<file path="config.mk">
export PLATFORM = sky130hd
export DESIGN_NAME = asx_top
export DESIGN_NICKNAME = d
export VERILOG_FILES = /design/src/hdl/asx_pkg.sv /design/src/hdl/asx_baud.sv /design/src/hdl/asx_top.sv
export VERILOG_INCLUDE_DIRS = /design/src /design/src/hdl
export SDC_FILE = /design/constraint.sdc
export NUM_CORES = 1
export LEC_CHECK = 0
export BUFFER_PORTS_ARGS = -buffer_cell sky130_fd_sc_hd__buf_4
export CAP_MARGIN = 20
export CORE_MARGIN = 3
export CORE_UTILIZATION = 34
export CTS_BUF_LIST = sky130_fd_sc_hd__clkbuf_8
export CTS_CLUSTER_DIAMETER = 80
export DETAILED_ROUTE_END_ITERATION = 7
export GPL_ROUTABILITY_DRIVEN = 1
export GPL_TIMING_DRIVEN = 0
export HOLD_SLACK_MARGIN = 0.02
export PLACE_DENSITY_LB_ADDON = 0.3
export SYNTH_ARGS = -nofsm -noshare
export SYNTH_HDL_FRONTEND = slang
export SYNTH_HIERARCHICAL = 1
export SYNTH_SLANG_ARGS = --single-unit
</file>
<file path="constraint.sdc">
create_clock -name clk_i -period 2.6 [get_ports clk_i]
set_input_delay 0.52 -clock clk_i [delete_from_list [all_inputs] [get_ports clk_i]]
set_output_delay 0.52 -clock clk_i [all_outputs]
set_load 0.05 [all_outputs]
</file>
<file path="src/hdl/asx_params.svh">
// Offsets, field positions, reset values and timing counts of the serial transmitter
`ifndef ASX_PARAMS_SVH
`define ASX_PARAMS_SVH
// Register byte offsets on the bus
`define ASX_OFF_CTRL_ONE   8'h00
`define ASX_OFF_CTRL_TWO   8'h04
`define ASX_OFF_CTRL_THREE 8'h08
`define ASX_OFF_STAT_ONE   8'h0c
`define ASX_OFF_STAT_TWO   8'h10
`define ASX_OFF_DATA       8'h14
`define ASX_OFF_BAUD       8'h18
`define ASX_OFF_OPTION     8'h1c
// ser_ctrl_one fields
`define ASX_C1_SERIAL_ON   7
`define ASX_C1_NINE_BIT    4
`define ASX_C1_POL_FLIP    0
// ser_ctrl_two fields
`define ASX_C2_EMPTY_IE    7
`define ASX_C2_DONE_IE     6
`define ASX_C2_TX_ON       3
`define ASX_C2_SEND_BRK    0
// ser_ctrl_three fields
`define ASX_C3_RX_NINTH    7
`define ASX_C3_TX_NINTH    6
// ser_stat_one fields
`define ASX_S1_TX_EMPTY    7
`define ASX_S1_TX_DONE     6
`define ASX_S1_RX_FULL     5
`define ASX_S1_FRAME_ERR   1
// ser_stat_two fields
`define ASX_S2_BRK         1
// baud_reg fields: divisor in [5:0], long break select in bit 6
`define ASX_BR_LONG_BRK    6
// option_reg_two fields
`define ASX_OPT_BAUD_SRC   0
// Reset values
`define ASX_RST_BAUD       8'h03
`define ASX_RST_OPTION     8'h01
// Bus clock is the reference divided by four
`define ASX_BUS_DIV        2'h3
`endif

</file>
<file path="src/hdl/asx_pkg.sv">
// Types shared by the serial transmitter files
package asx_pkg;
  // Transmit machine states
  typedef enum logic [0:0] {
    ASX_TX_IDLE,
    ASX_TX_SHIFT
  } asx_tx_state_t;
endpackage

</file>
<file path="src/hdl/asx_baud.sv">
// Shared baud generator: selects the clock source and divides it to bit ticks
`timescale 1ns/1ps
`include "asx_params.svh"
module asx_baud
  import asx_pkg::*;
(
  input  wire logic       clk_i,      // Reference clock
  input  wire logic       rst_i,      // Synchronous reset, high
  input  wire logic       src_bus_i,  // 1: bus clock rate, 0: 4x rate
  input  wire logic [5:0] div_i,      // Divisor minus one
  output logic            tick_o      // One-cycle bit tick
);
  logic [1:0] pre_q;  // Bus-rate prescaler
  logic [5:0] cnt_q;  // Divisor counter
  logic       src_en; // Source clock enable

  // Source strobe: every cycle for 4x, one in four for bus rate
  assign src_en = src_bus_i ? (pre_q == `ASX_BUS_DIV) : 1'b1;

  // Prescaler free-runs
  always_ff @(posedge clk_i) begin
    if (rst_i) begin
      pre_q <= 2'h0;
    end else begin
      pre_q <= pre_q + 2'h1;
    end
  end

  // Divider; tick is registered so it is glitch free
  always_ff @(posedge clk_i) begin
    if (rst_i) begin
      cnt_q  <= 6'h00;
      tick_o <= 1'b0;
    end else begin
      tick_o <= 1'b0;
      if (src_en) begin
        if (cnt_q >= div_i) begin
          cnt_q  <= 6'h00;
          tick_o <= 1'b1;
        end else begin
          cnt_q <= cnt_q + 6'h01;
        end
      end
    end
  end
endmodule // asx_baud

</file>
<file path="src/hdl/asx_top.sv">
// Asynchronous serial transmitter with break recognition and a Wishbone slave
//
// Function
// - Send 8-bit or 9-bit characters
// - Data register is write-only transmit buffer
// - Preamble idle character precedes first data
// - Start bit zero, stop bit one, LSB first
// - Empty flag sets on transfer, may interrupt
// - Line idles at logic one
// - Clearing serial enable releases the pin
// - Send-break writes load all-zero break
// - Break length follows length and long-break
// - Breaks repeat; a one bit follows
// - Short mode: 10 or 11 zeros break
// - Long mode: 11 or 12 zeros break
// - Break sets flags, clears receive data
// - Idle character is all ones
// - Disabling transmitter finishes current character
// - Re-enable mid-frame queues one idle
// - Option bit selects baud clock source
// - One baud generator shared by both
// - Polarity flip inverts every transmitted level
// - Done flag when everything is empty
`timescale 1ns/1ps
`include "asx_params.svh"
module asx_top
  import asx_pkg::*;
(
  input  wire logic        clk_i,     // 10 MHz clock
  input  wire logic        rst_i,     // Synchronous reset, high
  input  wire logic        wb_cyc_i,  // Bus cycle
  input  wire logic        wb_stb_i,  // Bus strobe
  input  wire logic        wb_we_i,   // Write enable
  input  wire logic [7:0]  wb_adr_i,  // Byte address
  input  wire logic [3:0]  wb_sel_i,  // Byte lanes
  input  wire logic [31:0] wb_dat_i,  // Write data
  output logic      [31:0] wb_dat_o,  // Read data
  output logic             wb_ack_o,  // Acknowledge
  input  wire logic        rxd_i,     // Receive pin level
  output logic             txd_o,     // Transmit pin level
  output logic             txd_oe_o,  // Transmit pin owned by us
  output logic             irq_o      // Transmitter interrupt request
);
  ////////////////////////////////////////////////////////////////////////////
  // Declarations
  logic [7:0]    ctrl_one_q;    // ser_ctrl_one
  logic [7:0]    ctrl_two_q;    // ser_ctrl_two
  logic          tx_ninth_q;    // tx_ninth_bit
  logic          rx_ninth_q;    // rx_ninth_bit
  logic [7:0]    baud_q;        // baud_reg
  logic [7:0]    option_q;      // option_reg_two
  logic [7:0]    hold_q;        // Transmit holding buffer
  logic          hold_nine_q;   // Ninth bit captured with data
  logic          hold_full_q;   // Holding buffer occupied
  logic [7:0]    rx_data_q;     // Receive data register
  logic          rx_full_q;     // rx_full_flag
  logic          frame_err_q;   // framing_error_flag
  logic          brk_flag_q;    // brk_flag
  logic          done_q;        // tx_done_flag
  asx_tx_state_t state_q;       // Transmit machine state
  logic [11:0]   shift_q;       // Transmit shift register
  logic [3:0]    left_q;        // Bits left to shift
  logic          idle_pend_q;   // Idle character queued
  logic          one_pend_q;    // Trailing one after break
  logic          tx_on_d1_q;    // Previous tx_on_bit
  logic [3:0]    zero_cnt_q;    // Consecutive received zeros
  logic          brk_seen_q;    // Break already reported
  logic          tick;          // Shared bit tick
  logic          wr_acc;        // Write takes effect
  logic          idle_req;      // Idle character wanted now
  logic          serial_on;     // serial_on_bit
  logic          nine;          // Nine-bit character mode
  logic          tx_on;         // tx_on_bit
  logic          send_brk;      // send_brk_bit
  logic          long_brk;      // long_brk_sel
  logic          load_data;     // Data moves into shifter
  logic          brk_hit;       // Break recognised this tick
  logic [7:0]    stat_one;      // Status one image
  logic [7:0]    rd_mux;        // Read data select

  assign serial_on = ctrl_one_q[`ASX_C1_SERIAL_ON];
  assign nine      = ctrl_one_q[`ASX_C1_NINE_BIT];
  assign tx_on     = ctrl_two_q[`ASX_C2_TX_ON];
  assign send_brk  = ctrl_two_q[`ASX_C2_SEND_BRK];
  assign long_brk  = baud_q[`ASX_BR_LONG_BRK];

  // Character length in bits: start, data, stop
  function automatic logic [3:0] frame_len(input logic nine_bit);
    frame_len = nine_bit ? 4'd11 : 4'd10;
  endfunction

  // Write to a given register on lane zero
  function automatic logic hit(input logic [7:0] off);
    hit = (wb_adr_i == off) && wb_sel_i[0];
  endfunction

  ////////////////////////////////////////////////////////////////////////////
  // Bus slave

  // Access acts on the edge the master samples ack
  assign wr_acc = wb_cyc_i && wb_stb_i && wb_ack_o && wb_we_i;

  // One wait state; ack drops the cycle after it is given
  always_ff @(posedge clk_i) begin
    if (rst_i) begin
      wb_ack_o <= 1'b0;
    end else begin
      wb_ack_o <= wb_cyc_i && wb_stb_i && !wb_ack_o;
    end
  end

  // Status one image
  assign stat_one = {!hold_full_q, done_q, rx_full_q, 3'h0, frame_err_q, 1'b0};

  // Read mux; unmapped offsets read zero
  always_comb begin
    case (wb_adr_i)
      `ASX_OFF_CTRL_ONE:   rd_mux = ctrl_one_q;
      `ASX_OFF_CTRL_TWO:   rd_mux = ctrl_two_q;
      `ASX_OFF_CTRL_THREE: rd_mux = {rx_ninth_q, tx_ninth_q, 6'h00};
      `ASX_OFF_STAT_ONE:   rd_mux = stat_one;
      `ASX_OFF_STAT_TWO:   rd_mux = {6'h00, brk_flag_q, 1'b0};
      // Transmit side is write-only; reads see receive data
      `ASX_OFF_DATA:       rd_mux = rx_data_q;
      `ASX_OFF_BAUD:       rd_mux = baud_q;
      `ASX_OFF_OPTION:     rd_mux = option_q;
      default:             rd_mux = 8'h00;
    endcase
  end

  // Read data captured while ack rises
  always_ff @(posedge clk_i) begin
    if (rst_i) begin
      wb_dat_o <= 32'h0000_0000;
    end else if (wb_cyc_i && wb_stb_i && !wb_ack_o && !wb_we_i) begin
      wb_dat_o <= {24'h00_0000, rd_mux};
    end
  end

  ////////////////////////////////////////////////////////////////////////////
  // Control registers

  // Plain read/write control registers
  always_ff @(posedge clk_i) begin
    if (rst_i) begin
      ctrl_one_q <= 8'h00;
      ctrl_two_q <= 8'h00;
      tx_ninth_q <= 1'b0;
      baud_q     <= `ASX_RST_BAUD;
      option_q   <= `ASX_RST_OPTION;
    end else if (wr_acc) begin
      if (hit(`ASX_OFF_CTRL_ONE)) begin
        ctrl_one_q <= wb_dat_i[7:0];
      end
      if (hit(`ASX_OFF_CTRL_TWO)) begin
        ctrl_two_q <= wb_dat_i[7:0];
      end
      if (hit(`ASX_OFF_CTRL_THREE)) begin
        tx_ninth_q <= wb_dat_i[`ASX_C3_TX_NINTH];
      end
      if (hit(`ASX_OFF_BAUD)) begin
        baud_q <= wb_dat_i[7:0];
      end
      if (hit(`ASX_OFF_OPTION)) begin
        option_q <= wb_dat_i[7:0];
      end
    end
  end

  ////////////////////////////////////////////////////////////////////////////
  // Baud generator

  // Source select; one generator for both directions
  asx_baud u_baud (
    .clk_i     (clk_i),
    .rst_i     (rst_i),
    .src_bus_i (option_q[`ASX_OPT_BAUD_SRC]),
    .div_i     (baud_q[5:0]),
    .tick_o    (tick)
  );

  ////////////////////////////////////////////////////////////////////////////
  // Transmit holding buffer

  // An enable edge counts as queued at once, so held data never jumps the preamble
  assign idle_req = idle_pend_q || (tx_on && !tx_on_d1_q);

  // Data leaves the buffer when the shifter takes it
  assign load_data = tick && serial_on && tx_on && (state_q == ASX_TX_IDLE || left_q == 4'd1)
                     && !idle_req && !send_brk && !one_pend_q && hold_full_q;

  // Write-only buffer; empty sets on transfer
  always_ff @(posedge clk_i) begin
    if (rst_i) begin
      hold_full_q <= 1'b0;
      hold_q      <= 8'h00;
      hold_nine_q <= 1'b0;
    end else if (wr_acc && hit(`ASX_OFF_DATA)) begin
      // Data write clears the empty flag
      hold_full_q <= 1'b1;
      hold_q      <= wb_dat_i[7:0];
      hold_nine_q <= tx_ninth_q;
    end else if (load_data || !serial_on) begin
      hold_full_q <= 1'b0;
    end
  end

  ////////////////////////////////////////////////////////////////////////////
  // Transmit machine

  // Shifter loads on a tick when idle or on the last bit
  always_ff @(posedge clk_i) begin
    if (rst_i || !serial_on) begin
      state_q     <= ASX_TX_IDLE;
      shift_q     <= 12'hfff;
      left_q      <= 4'd0;
      idle_pend_q <= 1'b0;
      one_pend_q  <= 1'b0;
      tx_on_d1_q  <= 1'b0;
    end else begin
      tx_on_d1_q <= tx_on;
      // Enable edge queues the preamble; also mid-frame
      if (tx_on && !tx_on_d1_q) begin
        idle_pend_q <= 1'b1;
      end
      if (tick) begin
        if (state_q == ASX_TX_SHIFT && left_q != 4'd1) begin
          shift_q <= {1'b1, shift_q[11:1]};
          left_q  <= left_q - 4'd1;
        end else if (!tx_on) begin
          state_q <= ASX_TX_IDLE;
          shift_q <= 12'hfff;
          left_q  <= 4'd0;
        end else if (idle_req) begin
          state_q     <= ASX_TX_SHIFT;
          shift_q     <= 12'hfff;
          left_q      <= frame_len(nine);
          idle_pend_q <= 1'b0;
        end else if (send_brk) begin
          state_q    <= ASX_TX_SHIFT;
          shift_q    <= 12'h000;
          left_q     <= frame_len(nine) + {3'h0, long_brk};
          one_pend_q <= 1'b1;
        end else if (one_pend_q) begin
          // At least one bit of one after a break
          state_q    <= ASX_TX_SHIFT;
          shift_q    <= 12'hfff;
          left_q     <= 4'd1;
          one_pend_q <= 1'b0;
        end else if (hold_full_q) begin
          // Start zero low, stop one high; ninth bit
          state_q <= ASX_TX_SHIFT;
          shift_q <= nine ? {1'b1, 1'b1, hold_nine_q, hold_q, 1'b0}
                          : {1'b1, 1'b1, 1'b1, hold_q, 1'b0};
          left_q  <= frame_len(nine);
        end else begin
          state_q <= ASX_TX_IDLE;
          shift_q <= 12'hfff;
          left_q  <= 4'd0;
        end
      end
    end
  end

  ////////////////////////////////////////////////////////////////////////////
  // Pin and flags

  // Pin driven from a flop; a level while shifting, else idle one
  always_ff @(posedge clk_i) begin
    if (rst_i) begin
      txd_o    <= 1'b1;
      txd_oe_o <= 1'b0;
    end else begin
      // Flip every level; idle is one before flipping
      txd_o <= ((state_q == ASX_TX_SHIFT) ? shift_q[0] : 1'b1)
               ^ ctrl_one_q[`ASX_C1_POL_FLIP];
      // Pin handed back to the port when disabled
      txd_oe_o <= serial_on;
    end
  end

  // Done when shifter, buffer and queue are all empty
  always_ff @(posedge clk_i) begin
    if (rst_i) begin
      done_q <= 1'b1;
    end else begin
      done_q <= state_q == ASX_TX_IDLE && !hold_full_q && !idle_pend_q
                && !one_pend_q && !send_brk;
    end
  end

  // Empty and done requests, each gated by its enable
  always_ff @(posedge clk_i) begin
    if (rst_i) begin
      irq_o <= 1'b0;
    end else begin
      irq_o <= (!hold_full_q && ctrl_two_q[`ASX_C2_EMPTY_IE])
               || (done_q && ctrl_two_q[`ASX_C2_DONE_IE]);
    end
  end

  ////////////////////////////////////////////////////////////////////////////
  // Received break recognition
  // Samples once per bit tick; not a full data recovery path, so the
  // count is only exact when the far end shares the bit rate.

  // Short mode count; long mode adds one
  assign brk_hit = tick && serial_on && !rxd_i && !brk_seen_q
                   && (zero_cnt_q + 4'd1 == frame_len(nine) + {3'h0, long_brk});

  // Count consecutive zeros, report once per break
  always_ff @(posedge clk_i) begin
    if (rst_i || !serial_on) begin
      zero_cnt_q <= 4'd0;
      brk_seen_q <= 1'b0;
    end else if (tick) begin
      if (rxd_i) begin
        zero_cnt_q <= 4'd0;
        brk_seen_q <= 1'b0;
      end else if (brk_hit) begin
        brk_seen_q <= 1'b1;
      end else if (!brk_seen_q) begin
        zero_cnt_q <= zero_cnt_q + 4'd1;
      end
    end
  end

  // Break sets flags and clears data; set beats write-one clear
  always_ff @(posedge clk_i) begin
    if (rst_i) begin
      rx_full_q   <= 1'b0;
      frame_err_q <= 1'b0;
      brk_flag_q  <= 1'b0;
      rx_data_q   <= 8'h00;
      rx_ninth_q  <= 1'b0;
    end else if (brk_hit) begin
      rx_full_q   <= 1'b1;
      frame_err_q <= 1'b1;
      brk_flag_q  <= 1'b1;
      rx_data_q   <= 8'h00;
      rx_ninth_q  <= 1'b0;
    end else if (wr_acc) begin
      if (hit(`ASX_OFF_STAT_ONE) && wb_dat_i[`ASX_S1_RX_FULL]) begin
        rx_full_q <= 1'b0;
      end
      if (hit(`ASX_OFF_STAT_ONE) && wb_dat_i[`ASX_S1_FRAME_ERR]) begin
        frame_err_q <= 1'b0;
      end
      if (hit(`ASX_OFF_STAT_TWO) && wb_dat_i[`ASX_S2_BRK]) begin
        brk_flag_q <= 1'b0;
      end
    end
  end
endmodule // asx_top
</file>
; ---- Yosys cells after proc, flatten, opt, wreduce, memory -nomap -nowiden
; Index checks and enable logic that the tools add are counted.
[word_totals]
ff_bits = 93
out_inout_bits = 36
elab_cells = 169
[op_classes]
n_addsub = 5
n_lt_le_gt_ge = 1
eq_ne = 13
n_mux = 46
bitwise = 5
n_reduce_logical = 71
[ops]
columns = cell, n
row1 = one-hot mux 8 bit (7 select lines), 1
row2 = 2-to-1 mux 12 bit, 4
row3 = 2-to-1 mux 4 bit, 9
row4 = logical AND 1 bit, 35
row5 = "equality test 8 x 5 -> 1 bit, second input constant", 4
row6 = 2-to-1 mux 10 bit, 3
row7 = 2-to-1 mux 1 bit, 28
row8 = AND reduction 2 bit, 10
row9 = "equality test 8 x 4 -> 1 bit, second input constant", 2
row10 = nonzero test 2 bit, 6
row11 = logical NOT 1 bit, 11
row12 = "equality test 8 x 3 -> 1 bit, second input constant", 1
row13 = logical NOT 8 bit, 1
row14 = "adder 6 x 1 -> 6 bit, second input constant", 1
row15 = >= comparator 6 bit, 1
row16 = 2-to-1 mux 6 bit, 1
row17 = logical OR 1 bit, 5
row18 = adder 4 x 1 -> 4 bit, 1
row19 = "adder 4 x 1 -> 4 bit, second input constant", 1
row20 = "equality test 4 x 1 -> 1 bit, second input constant", 1
row21 = equality test 4 bit, 1
row22 = "!= test 2 bit, second input constant", 2
row23 = "!= test 4 x 1 -> 1 bit, second input constant", 1
row24 = inverter 1 bit, 4
row25 = other kinds (7), 7

; ---- Logic depth before layout (Yosys ltp)
; Gate-level depths: netlist of the first run.
[depth]
depth_word = 11
ltp_mapped = 9
mapped_depth_nobuf = 7

; ---- Modules after synthesis
; The synthesis of the first run kept the hierarchy.
[modules_own_cells]
columns = mod, instances, cells_each, area_each_um2, seq_area_each_um2
row1 = asx_top, 1, 468, 4042.6, 1681.6
row2 = asx_baud, 1, 60, 575.6, 180.2

; ---- Worst setup path before layout of the first run
; No wires, ideal clock.
[synth_path]
path_kind = input -> register
from = input wb_adr_i[1]
to = register ctrl_two_q[7]
t_arrival_ns = 1.752
slack_ns = 0.720
cell_stages = 5
path_buffers = 0
path_cell_list = nor2_1 nand4_1 nor3_4 mux2i_1 nor2_1
[synth_via]
elab_chain_cells = 3
[synth_rtl]
columns = item, line
row1 = from (decl), asx_top.sv:34  ; input wire logic [7:0] wb_adr_i,
row2 = equality test 8 x 3 -> 1 bit, asx_top.sv:94  ; hit = (wb_adr_i == off) && wb_sel_i[0];
row3 = logical AND 1 bit, asx_top.sv:94
row4 = AND reduction 2 bit (no source line), n/a
row5 = to (signal assigned), asx_top.sv:156  ; ctrl_two_q <= wb_dat_i[7:0];
row6 = to (decl), asx_top.sv:47  ; logic [7:0] ctrl_two_q;
; Every way passes these cells.
; A chain may end at the register's enable or synchronous reset.

; ---- Worst setup path after layout of the first run
[layout_path]
from = register left_q[0]
to = register shift_q[4]
[layout_via]
elab_chain_cells = 3
[layout_rtl]
columns = item, line
row1 = from (decl), asx_top.sv:62  ; logic [3:0] left_q;
row2 = from (signal assigned), asx_top.sv:229  ; left_q <= left_q - 4'd1;
row3 = from (signal assigned), asx_top.sv:237  ; left_q <= frame_len(nine);
row4 = from (signal assigned), asx_top.sv:242  ; left_q <= frame_len(nine) + {3'h0, long_brk};
row5 = != test 4 x 1 -> 1 bit, asx_top.sv:227  ; if (state_q == ASX_TX_SHIFT && left_q != 4'd1) begin
row6 = logical AND 1 bit, asx_top.sv:227
row7 = 2-to-1 mux 12 bit, asx_top.sv:227
row8 = to (signal assigned), asx_top.sv:228  ; shift_q <= {1'b1, shift_q[11:1]};
row9 = to (signal assigned), asx_top.sv:253  ; shift_q <= nine ? {1'b1, 1'b1, hold_nine_q, hold_q, 1'b0}
row10 = to (decl), asx_top.sv:61  ; logic [11:0] shift_q;
; Every way passes these cells.

==> impl_metrics.env, run 1 <==
export IMPL_status="finished, final reports clean"
export IMPL_multiInputGateArea_sq_um=2460
export IMPL_synth_warnings=6
export IMPL_totalWireLength_um=11800
export IMPL_grt_pass1_vias=3721
export IMPL_slew_limit_headroom_pct=50.2
export IMPL_vias=3950
export IMPL_pre_cts_ws_ns=0.241
export IMPL_dpl_cell_count=755
export IMPL_final_cell_mix="93 x dfxtp_1, 57 x buf_4, 52 x nand2_1"
export IMPL_drv_slew=0
export IMPL_grt_first_pass_wirelength_um=19200
export IMPL_start_kind="register"
export IMPL_avgSynthCellArea_sq_um=8.75
export IMPL_dpl_cell_area_sq_um=5160
export IMPL_nets=656
export IMPL_fin_ws_ns=0.470
export IMPL_rrSetupSlack_ns=0.47
export IMPL_finalHoldViolCount=0
export IMPL_layout_area_seq_sq_um=1860
export IMPL_row_count=41
export IMPL_gp_congestion=0.914
export IMPL_leakagePower_nw=2.14
export IMPL_p_int_mw=1.99
export IMPL_holdBufCountCts=0
export IMPL_combPwrFrac_pct=9.8
export IMPL_path_clk_slew_ns=0.09
export IMPL_cts_buffer_depth=2
export IMPL_final_setup_viol_count=0
export IMPL_p_sw_share_pct=26.2
export IMPL_drive_gt1_share_pct=16.4
export IMPL_finalCritPeriodShare_pct=81.9
export IMPL_io_buffer_count=32
export IMPL_switchingPower_mw=0.703
export IMPL_fin_util_pct=41.5
export IMPL_worst_hold_path_type="primary input to register"
export IMPL_netlist_instances=528
export IMPL_post_cts_setup_buffers=0
export IMPL_ant_nets=0
export IMPL_initial_core_util_pct=35.7
export IMPL_dp_hpwl_um=8980
export IMPL_fillerInstances=1323
export IMPL_fp_dieArea_sq_um=15000
export IMPL_syn_area_sq_um=4620
export IMPL_power_density_nw_per_um2=502
export IMPL_max_freq_mhz=469
export IMPL_cts_tree="yes"
export IMPL_grt_max_degree=16
export IMPL_period_minus_slack_ns=2.13
export IMPL_drc=0
export IMPL_synth_edf_count=0
export IMPL_final_common_cell="dfxtp_1"
export IMPL_tns_ns=0
export IMPL_async_flop_share_pct=0
export IMPL_fin_worst_skew_ns=0.0164
export IMPL_synth_distinct_cells=65
export IMPL_antenna_cells=0
export IMPL_io_pins=86
export IMPL_area_growth_pct=16.1
export IMPL_seqPwrFrac_pct=53.4
export IMPL_whs_ns=0.357
export IMPL_antenna_found_initial=0
export IMPL_clkPwrFrac_pct=36.8
export IMPL_core_area_sq_um=12900
export IMPL_die_w_um=123
export IMPL_finalInstanceArea_sq_um=5360
export IMPL_cts_sinks=93
export IMPL_drt_first_pass_iters=4
export IMPL_end_kind="register"
export IMPL_critPathArrivalTime_ns=2.38
export IMPL_numCtsBuffers=9
export IMPL_drtIter0Drc=226
export IMPL_grt_use_total_pct=16.4
export IMPL_rsz0062_at_grt="no"
export IMPL_cts_resized=0
export IMPL_clk_latency_ns=0.38
export IMPL_critical_path_required_ns=2.85
export IMPL_die_h_um=123
export IMPL_fin_cells=771
export IMPL_p_total_mw=2.69
export IMPL_path_max_fanout=10
export IMPL_critPathKind="register to register"
export IMPL_tightest_slew_ns=0.740
export IMPL_via_per_inst=5.12
export IMPL_h_tree_depth=3
export IMPL_ys_seq_area_share_pct=40.3
export IMPL_clockRootBuffer="clkbuf_8"
export IMPL_wl_per_cell_um=15.3
export IMPL_peakVddDrop_mv=0.279
export IMPL_synth_main_ff_cell="dfxtp_1"
export IMPL_drv_cap=0
export IMPL_overflow=0
export IMPL_ys_seq_elements=93
[state kept, by name, summed over array words and instances (netlist names), 2 cells and up]
register	cells
option_q	8
ctrl_one_q	8
shift_q	12
u_baud/cnt_q	6
ctrl_two_q	8
baud_q	8
left_q	4
wb_dat_o	8
u_baud/pre_q	2
zero_cnt_q	4
hold_q	8
[area by class of cell]
class | instances | share of cell area (%)
clock inverter | 6 | 1.19
buffer | 52 | 5.65
inverter | 21 | 1.47
multi-input combinational | 385 | 45.9
clock buffer | 10 | 2.57
timing repair buffer | 32 | 4.48
sequential | 93 | 34.7
tap | 172 | 4.01
[cell families after synthesis]
group,synth area share (%)
mux,9.27
compound gates,18.1
buf+inv,8.26
flops,40.3
xor+xnor,0.759
fa+ha+maj,3.25
simple gates,20.0
other cells,0.0812
[cells in the mapped netlist (all sizes together) (3+ instances only)]
| library cell | n | area, sq um |
|---|---|---|
| mux2i | 36 | 360 |
| nor3 | 8 | 56.3 |
| a22o | 6 | 52.6 |
| nand3 | 27 | 140 |
| o211ai | 10 | 75.1 |
| clkbuf | 18 | 67.6 |
| nor2b | 8 | 57.6 |
| o21a | 4 | 30.0 |
| a211o | 3 | 26.3 |
| nand4 | 5 | 31.3 |
| a31o | 3 | 26.3 |
| or3 | 5 | 31.3 |
| a21o | 3 | 23.8 |
| or4 | 3 | 26.3 |
| o31ai | 4 | 43.8 |
| o21ai | 21 | 105 |
| ha | 12 | 150 |
| mux2 | 4 | 45.0 |
| inv | 21 | 78.8 |
| a22oi | 11 | 87.6 |
| nand2 | 53 | 201 |
| and2 | 4 | 25.0 |
| nand2b | 15 | 93.8 |
| nor2 | 40 | 150 |
| dfxtp | 93 | 1860 |
| a221oi | 3 | 26.3 |
| buf | 34 | 235 |
| a21oi | 32 | 164 |
| nor4 | 4 | 25.0 |
| o22ai | 9 | 56.3 |
[metal layers]
layer	share of wire, %	track usage (%)	vias to the layer above
li1	-	-	1960
met1	47	22.8	1846
met2	44	25.0	123
met3	6.1	2.72	21
met4	2.1	7.56	0
met5	0	0	-
[final timing paths]
check	from	to	cells past startpoint
setup reg to reg	left_q[0]	shift_q[4]	8
hold reg to reg	u_baud/pre_q[0]	u_baud/pre_q[0]	1
setup / recovery	left_q[0]	shift_q[4]	8
hold / removal	rst_i	u_baud/pre_q[0]	2
[power by group through the flow]
stage	clock [mW]	sequential (mW)	combinational [mW]
floorplan	0	1.47	0.188
global placement	0	1.47	0.256
detailed placement	0	1.47	0.261
CTS	1.02	1.44	0.262
global route	1.08	1.44	0.283
finish	0.989	1.44	0.263
[worst max-delay path: stages (launching register included)]
cell,delay (ns)
dfxtp_1,0.41
ha_1,0.16
nor3b_1,0.30
nand2b_1,0.17
clkbuf_1,0.34
buf_2,0.29
nand3_1,0.09
o211ai_1,0.12
nand3_1,0.10
(Power assumes the default switching activity.)
==> run 2: changes to the inputs <==
Settings changed: ABC_AREA set to 1.
Clock period 2.6 ns to 2.2 ns, I/O delays scaled along.
==> run 2 against run 1 <==
Sequential share of layout area fell by 0.49 points. Worst setup slack improved by 0.11 ns. Critical path depth did not move. Non-clock buffer count fell by 12. Worst hold slack got worse by 0.015 ns. Area after synthesis rose by 1.8%. Maximum frequency rose by 31%. Via count rose by 3.1%. Sequential power rose by 17%. Clock-buffer cell count did not move. Die area rose by 1.7%. Largest cell class unchanged.
==> impl_metrics.env, run 2 <==
export IMPL_status="finished, final reports clean"
export IMPL_ant_nets=0
export IMPL_drt_first_pass_iters=4
export IMPL_drv_slew=0
export IMPL_nets=771
export IMPL_ys_seq_area_share_pct=39.6
export IMPL_grt_max_degree=16
export IMPL_antenna_found_initial=0
export IMPL_gp_congestion=0.802
export IMPL_finalHoldViolCount=0
export IMPL_final_common_cell="nand2_1"
export IMPL_path_clk_slew_ns=0.09
export IMPL_synth_distinct_cells=45
export IMPL_dp_hpwl_um=8360
export IMPL_tns_ns=0
export IMPL_ys_seq_elements=93
export IMPL_top_register="shift_q"
export IMPL_die_h_um=124
export IMPL_async_flop_share_pct=0
export IMPL_cts_tree="yes"
export IMPL_period_minus_slack_ns=1.62
export IMPL_holdBufCountCts=0
export IMPL_synth_top_area_cell="dfxtp_1"
export IMPL_rrSetupSlack_ns=0.58
export IMPL_finalCritPeriodShare_pct=73.7
export IMPL_syn_area_sq_um=4700
export IMPL_fin_util_pct=40.6
export IMPL_critical_path_required_ns=2.46
export IMPL_io_buffer_count=34
export IMPL_grt_pass1_vias=3760
export IMPL_die_w_um=124
export IMPL_synthTopCellsByCount="133 x nand2_1, 93 x dfxtp_1, 60 x inv_1, 60 x nor2_1, 48 x a21oi_1"
export IMPL_rsz0062_at_grt="no"
export IMPL_leakagePower_nw=2.41
export IMPL_synth_warnings=6
export IMPL_fin_worst_skew_ns=0.0128
export IMPL_io_pins=86
export IMPL_whs_path_depth=2
export IMPL_cpPeakStageDelay_ns=0.39
export IMPL_cts_resized=0
export IMPL_totalWireLength_um=11100
export IMPL_wl_per_cell_um=12.5
export IMPL_synth_main_ff_cell="dfxtp_1"
export IMPL_via_per_inst=4.58
export IMPL_tightest_slew_ns=0.567
export IMPL_final_cell_mix="133 x nand2_1, 93 x dfxtp_1, 61 x inv_1, 61 x buf_4, 60 x nor2_1"
export IMPL_path_max_fanout=10
export IMPL_crit_cells=8
export IMPL_avgSynthCellArea_sq_um=7.33
export IMPL_h_tree_depth=3
export IMPL_hold_start="rst_i"
export IMPL_core_area_sq_um=13400
export IMPL_cts_sinks=93
export IMPL_critPathArrivalTime_ns=1.88
export IMPL_drive_gt1_share_pct=19.5
export IMPL_dpl_cell_count=874
export IMPL_critPathKind="register to register"
export IMPL_r2r_start="left_q[0]"
export IMPL_clk_latency_ns=0.37
export IMPL_p_total_mw=3.01
export IMPL_path_delay_family="simple AND/OR/NAND/NOR gates"
export IMPL_cts_buffer_depth=2
export IMPL_slew_limit_headroom_pct=62.2
export IMPL_synth_area_leaders="dfxtp_1 40%, nand2_1 11%, a21oi_1 5.1%"
export IMPL_synth_edf_count=0
export IMPL_holdPathEnd="u_baud/pre_q[0]"
export IMPL_fin_cells=890
export IMPL_vias=4072
export IMPL_drv_cap=0
export IMPL_drc=0
export IMPL_reg2reg_to="shift_q[9]"
export IMPL_netlist_instances=641
export IMPL_crit_buf_inv=1
export IMPL_path_cells="ha_1 > nand3_1 > nand2_2 > clkinv_1 > nand2_1 > o21ai_0 > o22ai_1 > nand2_1"
export IMPL_max_freq_mhz=617
export IMPL_cpMostUsedCell="nand2_1"
export IMPL_synth_most_common_cell="nand2_1"
export IMPL_r2r_cells=8
export IMPL_yosys_area_top_type_share_pct=39.6
export IMPL_start_kind="register"
export IMPL_final_setup_viol_count=0
export IMPL_area_growth_pct=15.7
export IMPL_power_density_nw_per_um2=554
export IMPL_end_kind="register"
export IMPL_worst_hold_path_type="primary input to register"
export IMPL_post_cts_setup_buffers=0
export IMPL_drtIter0Drc=238
export IMPL_overflow=0
export IMPL_whs_ns=0.342
export IMPL_initial_core_util_pct=35.1
export IMPL_row_count=42
export IMPL_antenna_cells=0
export IMPL_clockRootBuffer="clkbuf_8"
export IMPL_largest_register_ffs=12
export IMPL_numCtsBuffers=9
export IMPL_grt_use_total_pct=15.5
export IMPL_peakVddDrop_mv=0.248
export IMPL_grt_first_pass_wirelength_um=18600
export IMPL_slowest_stage="dfxtp_1"
export IMPL_fp_dieArea_sq_um=15300
## run 2: changes by cell type after synthesis, moves of 9 or more
cell      change
nand2b_1     -15
a21oi_1      +17
clkbuf_1     -12
nor2_2       +13
a22oi_1       -9
o21ai_0      +25
nor2_1       +20
nand3_1      +21
o21ai_1       +9
inv_1        +39
nand2_1      +81
mux2i_1      -35
nand2_2      +11
## run 2: layer usage
metal | up-vias | part of all wire (%) | global-route usage [%]
li1 | 2167 | - | -
met1 | 1811 | 48 | 20.6
met2 | 84 | 45 | 25.3
met3 | 10 | 5.2 | 4.07
met4 | 0 | 1.2 | 3.67
met5 | - | 0 | 0
## run 2: stage by stage
step	cell area, sq um	setup WS, ns
after floorplan	4790	0.567
after global placement	5260	0.410
after detailed placement	5260	0.441
after CTS	5440	0.564
after global routing	5440	0.379
final	5440	0.579
## run 2: power breakdown
group | total (mW) | internal, mW | switching, mW | leakage [nW]
clock | 1.05 | 0.440 | 0.609 | 0.0938
sequential | 1.69 | 1.69 | 0.00396 | 0.750
combinational | 0.273 | 0.0798 | 0.193 | 1.56
## run 2: kinds of logic (layout without fill, tap and decap cells)
| group | after synthesis | in the layout | synth area share, % |
|---|---|---|---|
| compound gates | 127 | 127 | 14.9 |
| simple gates | 290 | 290 | 29.2 |
| other cells | 1 | 24 | 0.0798 |
| buf+inv | 110 | 160 | 11.4 |
| flops | 93 | 93 | 39.6 |
| xor+xnor | 7 | 7 | 1.46 |
| fa+ha+maj | 12 | 12 | 3.19 |
| mux | 1 | 1 | 0.213 |
## run 2: how the worst max path moves through the flow
stage	startpoint	endpoint	slack, ns
6_report	left_q[0]	shift_q[9]	0.58
5_1_grt	left_q[0]	shift_q[9]	0.38
4_1_cts	left_q[0]	shift_q[9]	0.56
3_5_place_dp	rst_i	left_q[1]	0.44
3_3_place_gp	rst_i	left_q[1]	0.41
2_1_floorplan	wb_ack_o	baud_q[6]	0.57
## run 2: area by class of cell
cell class,instances,area [sq um]
Buffer,38,263
Clock buffer,10,138
Clock inverter,6,38.8
Fill cell,1479,7960
Inverter,72,273
Multi-Input combinational cell,461,2390
Sequential cell,93,1860
Tap cell,176,220
Timing Repair Buffer,34,255
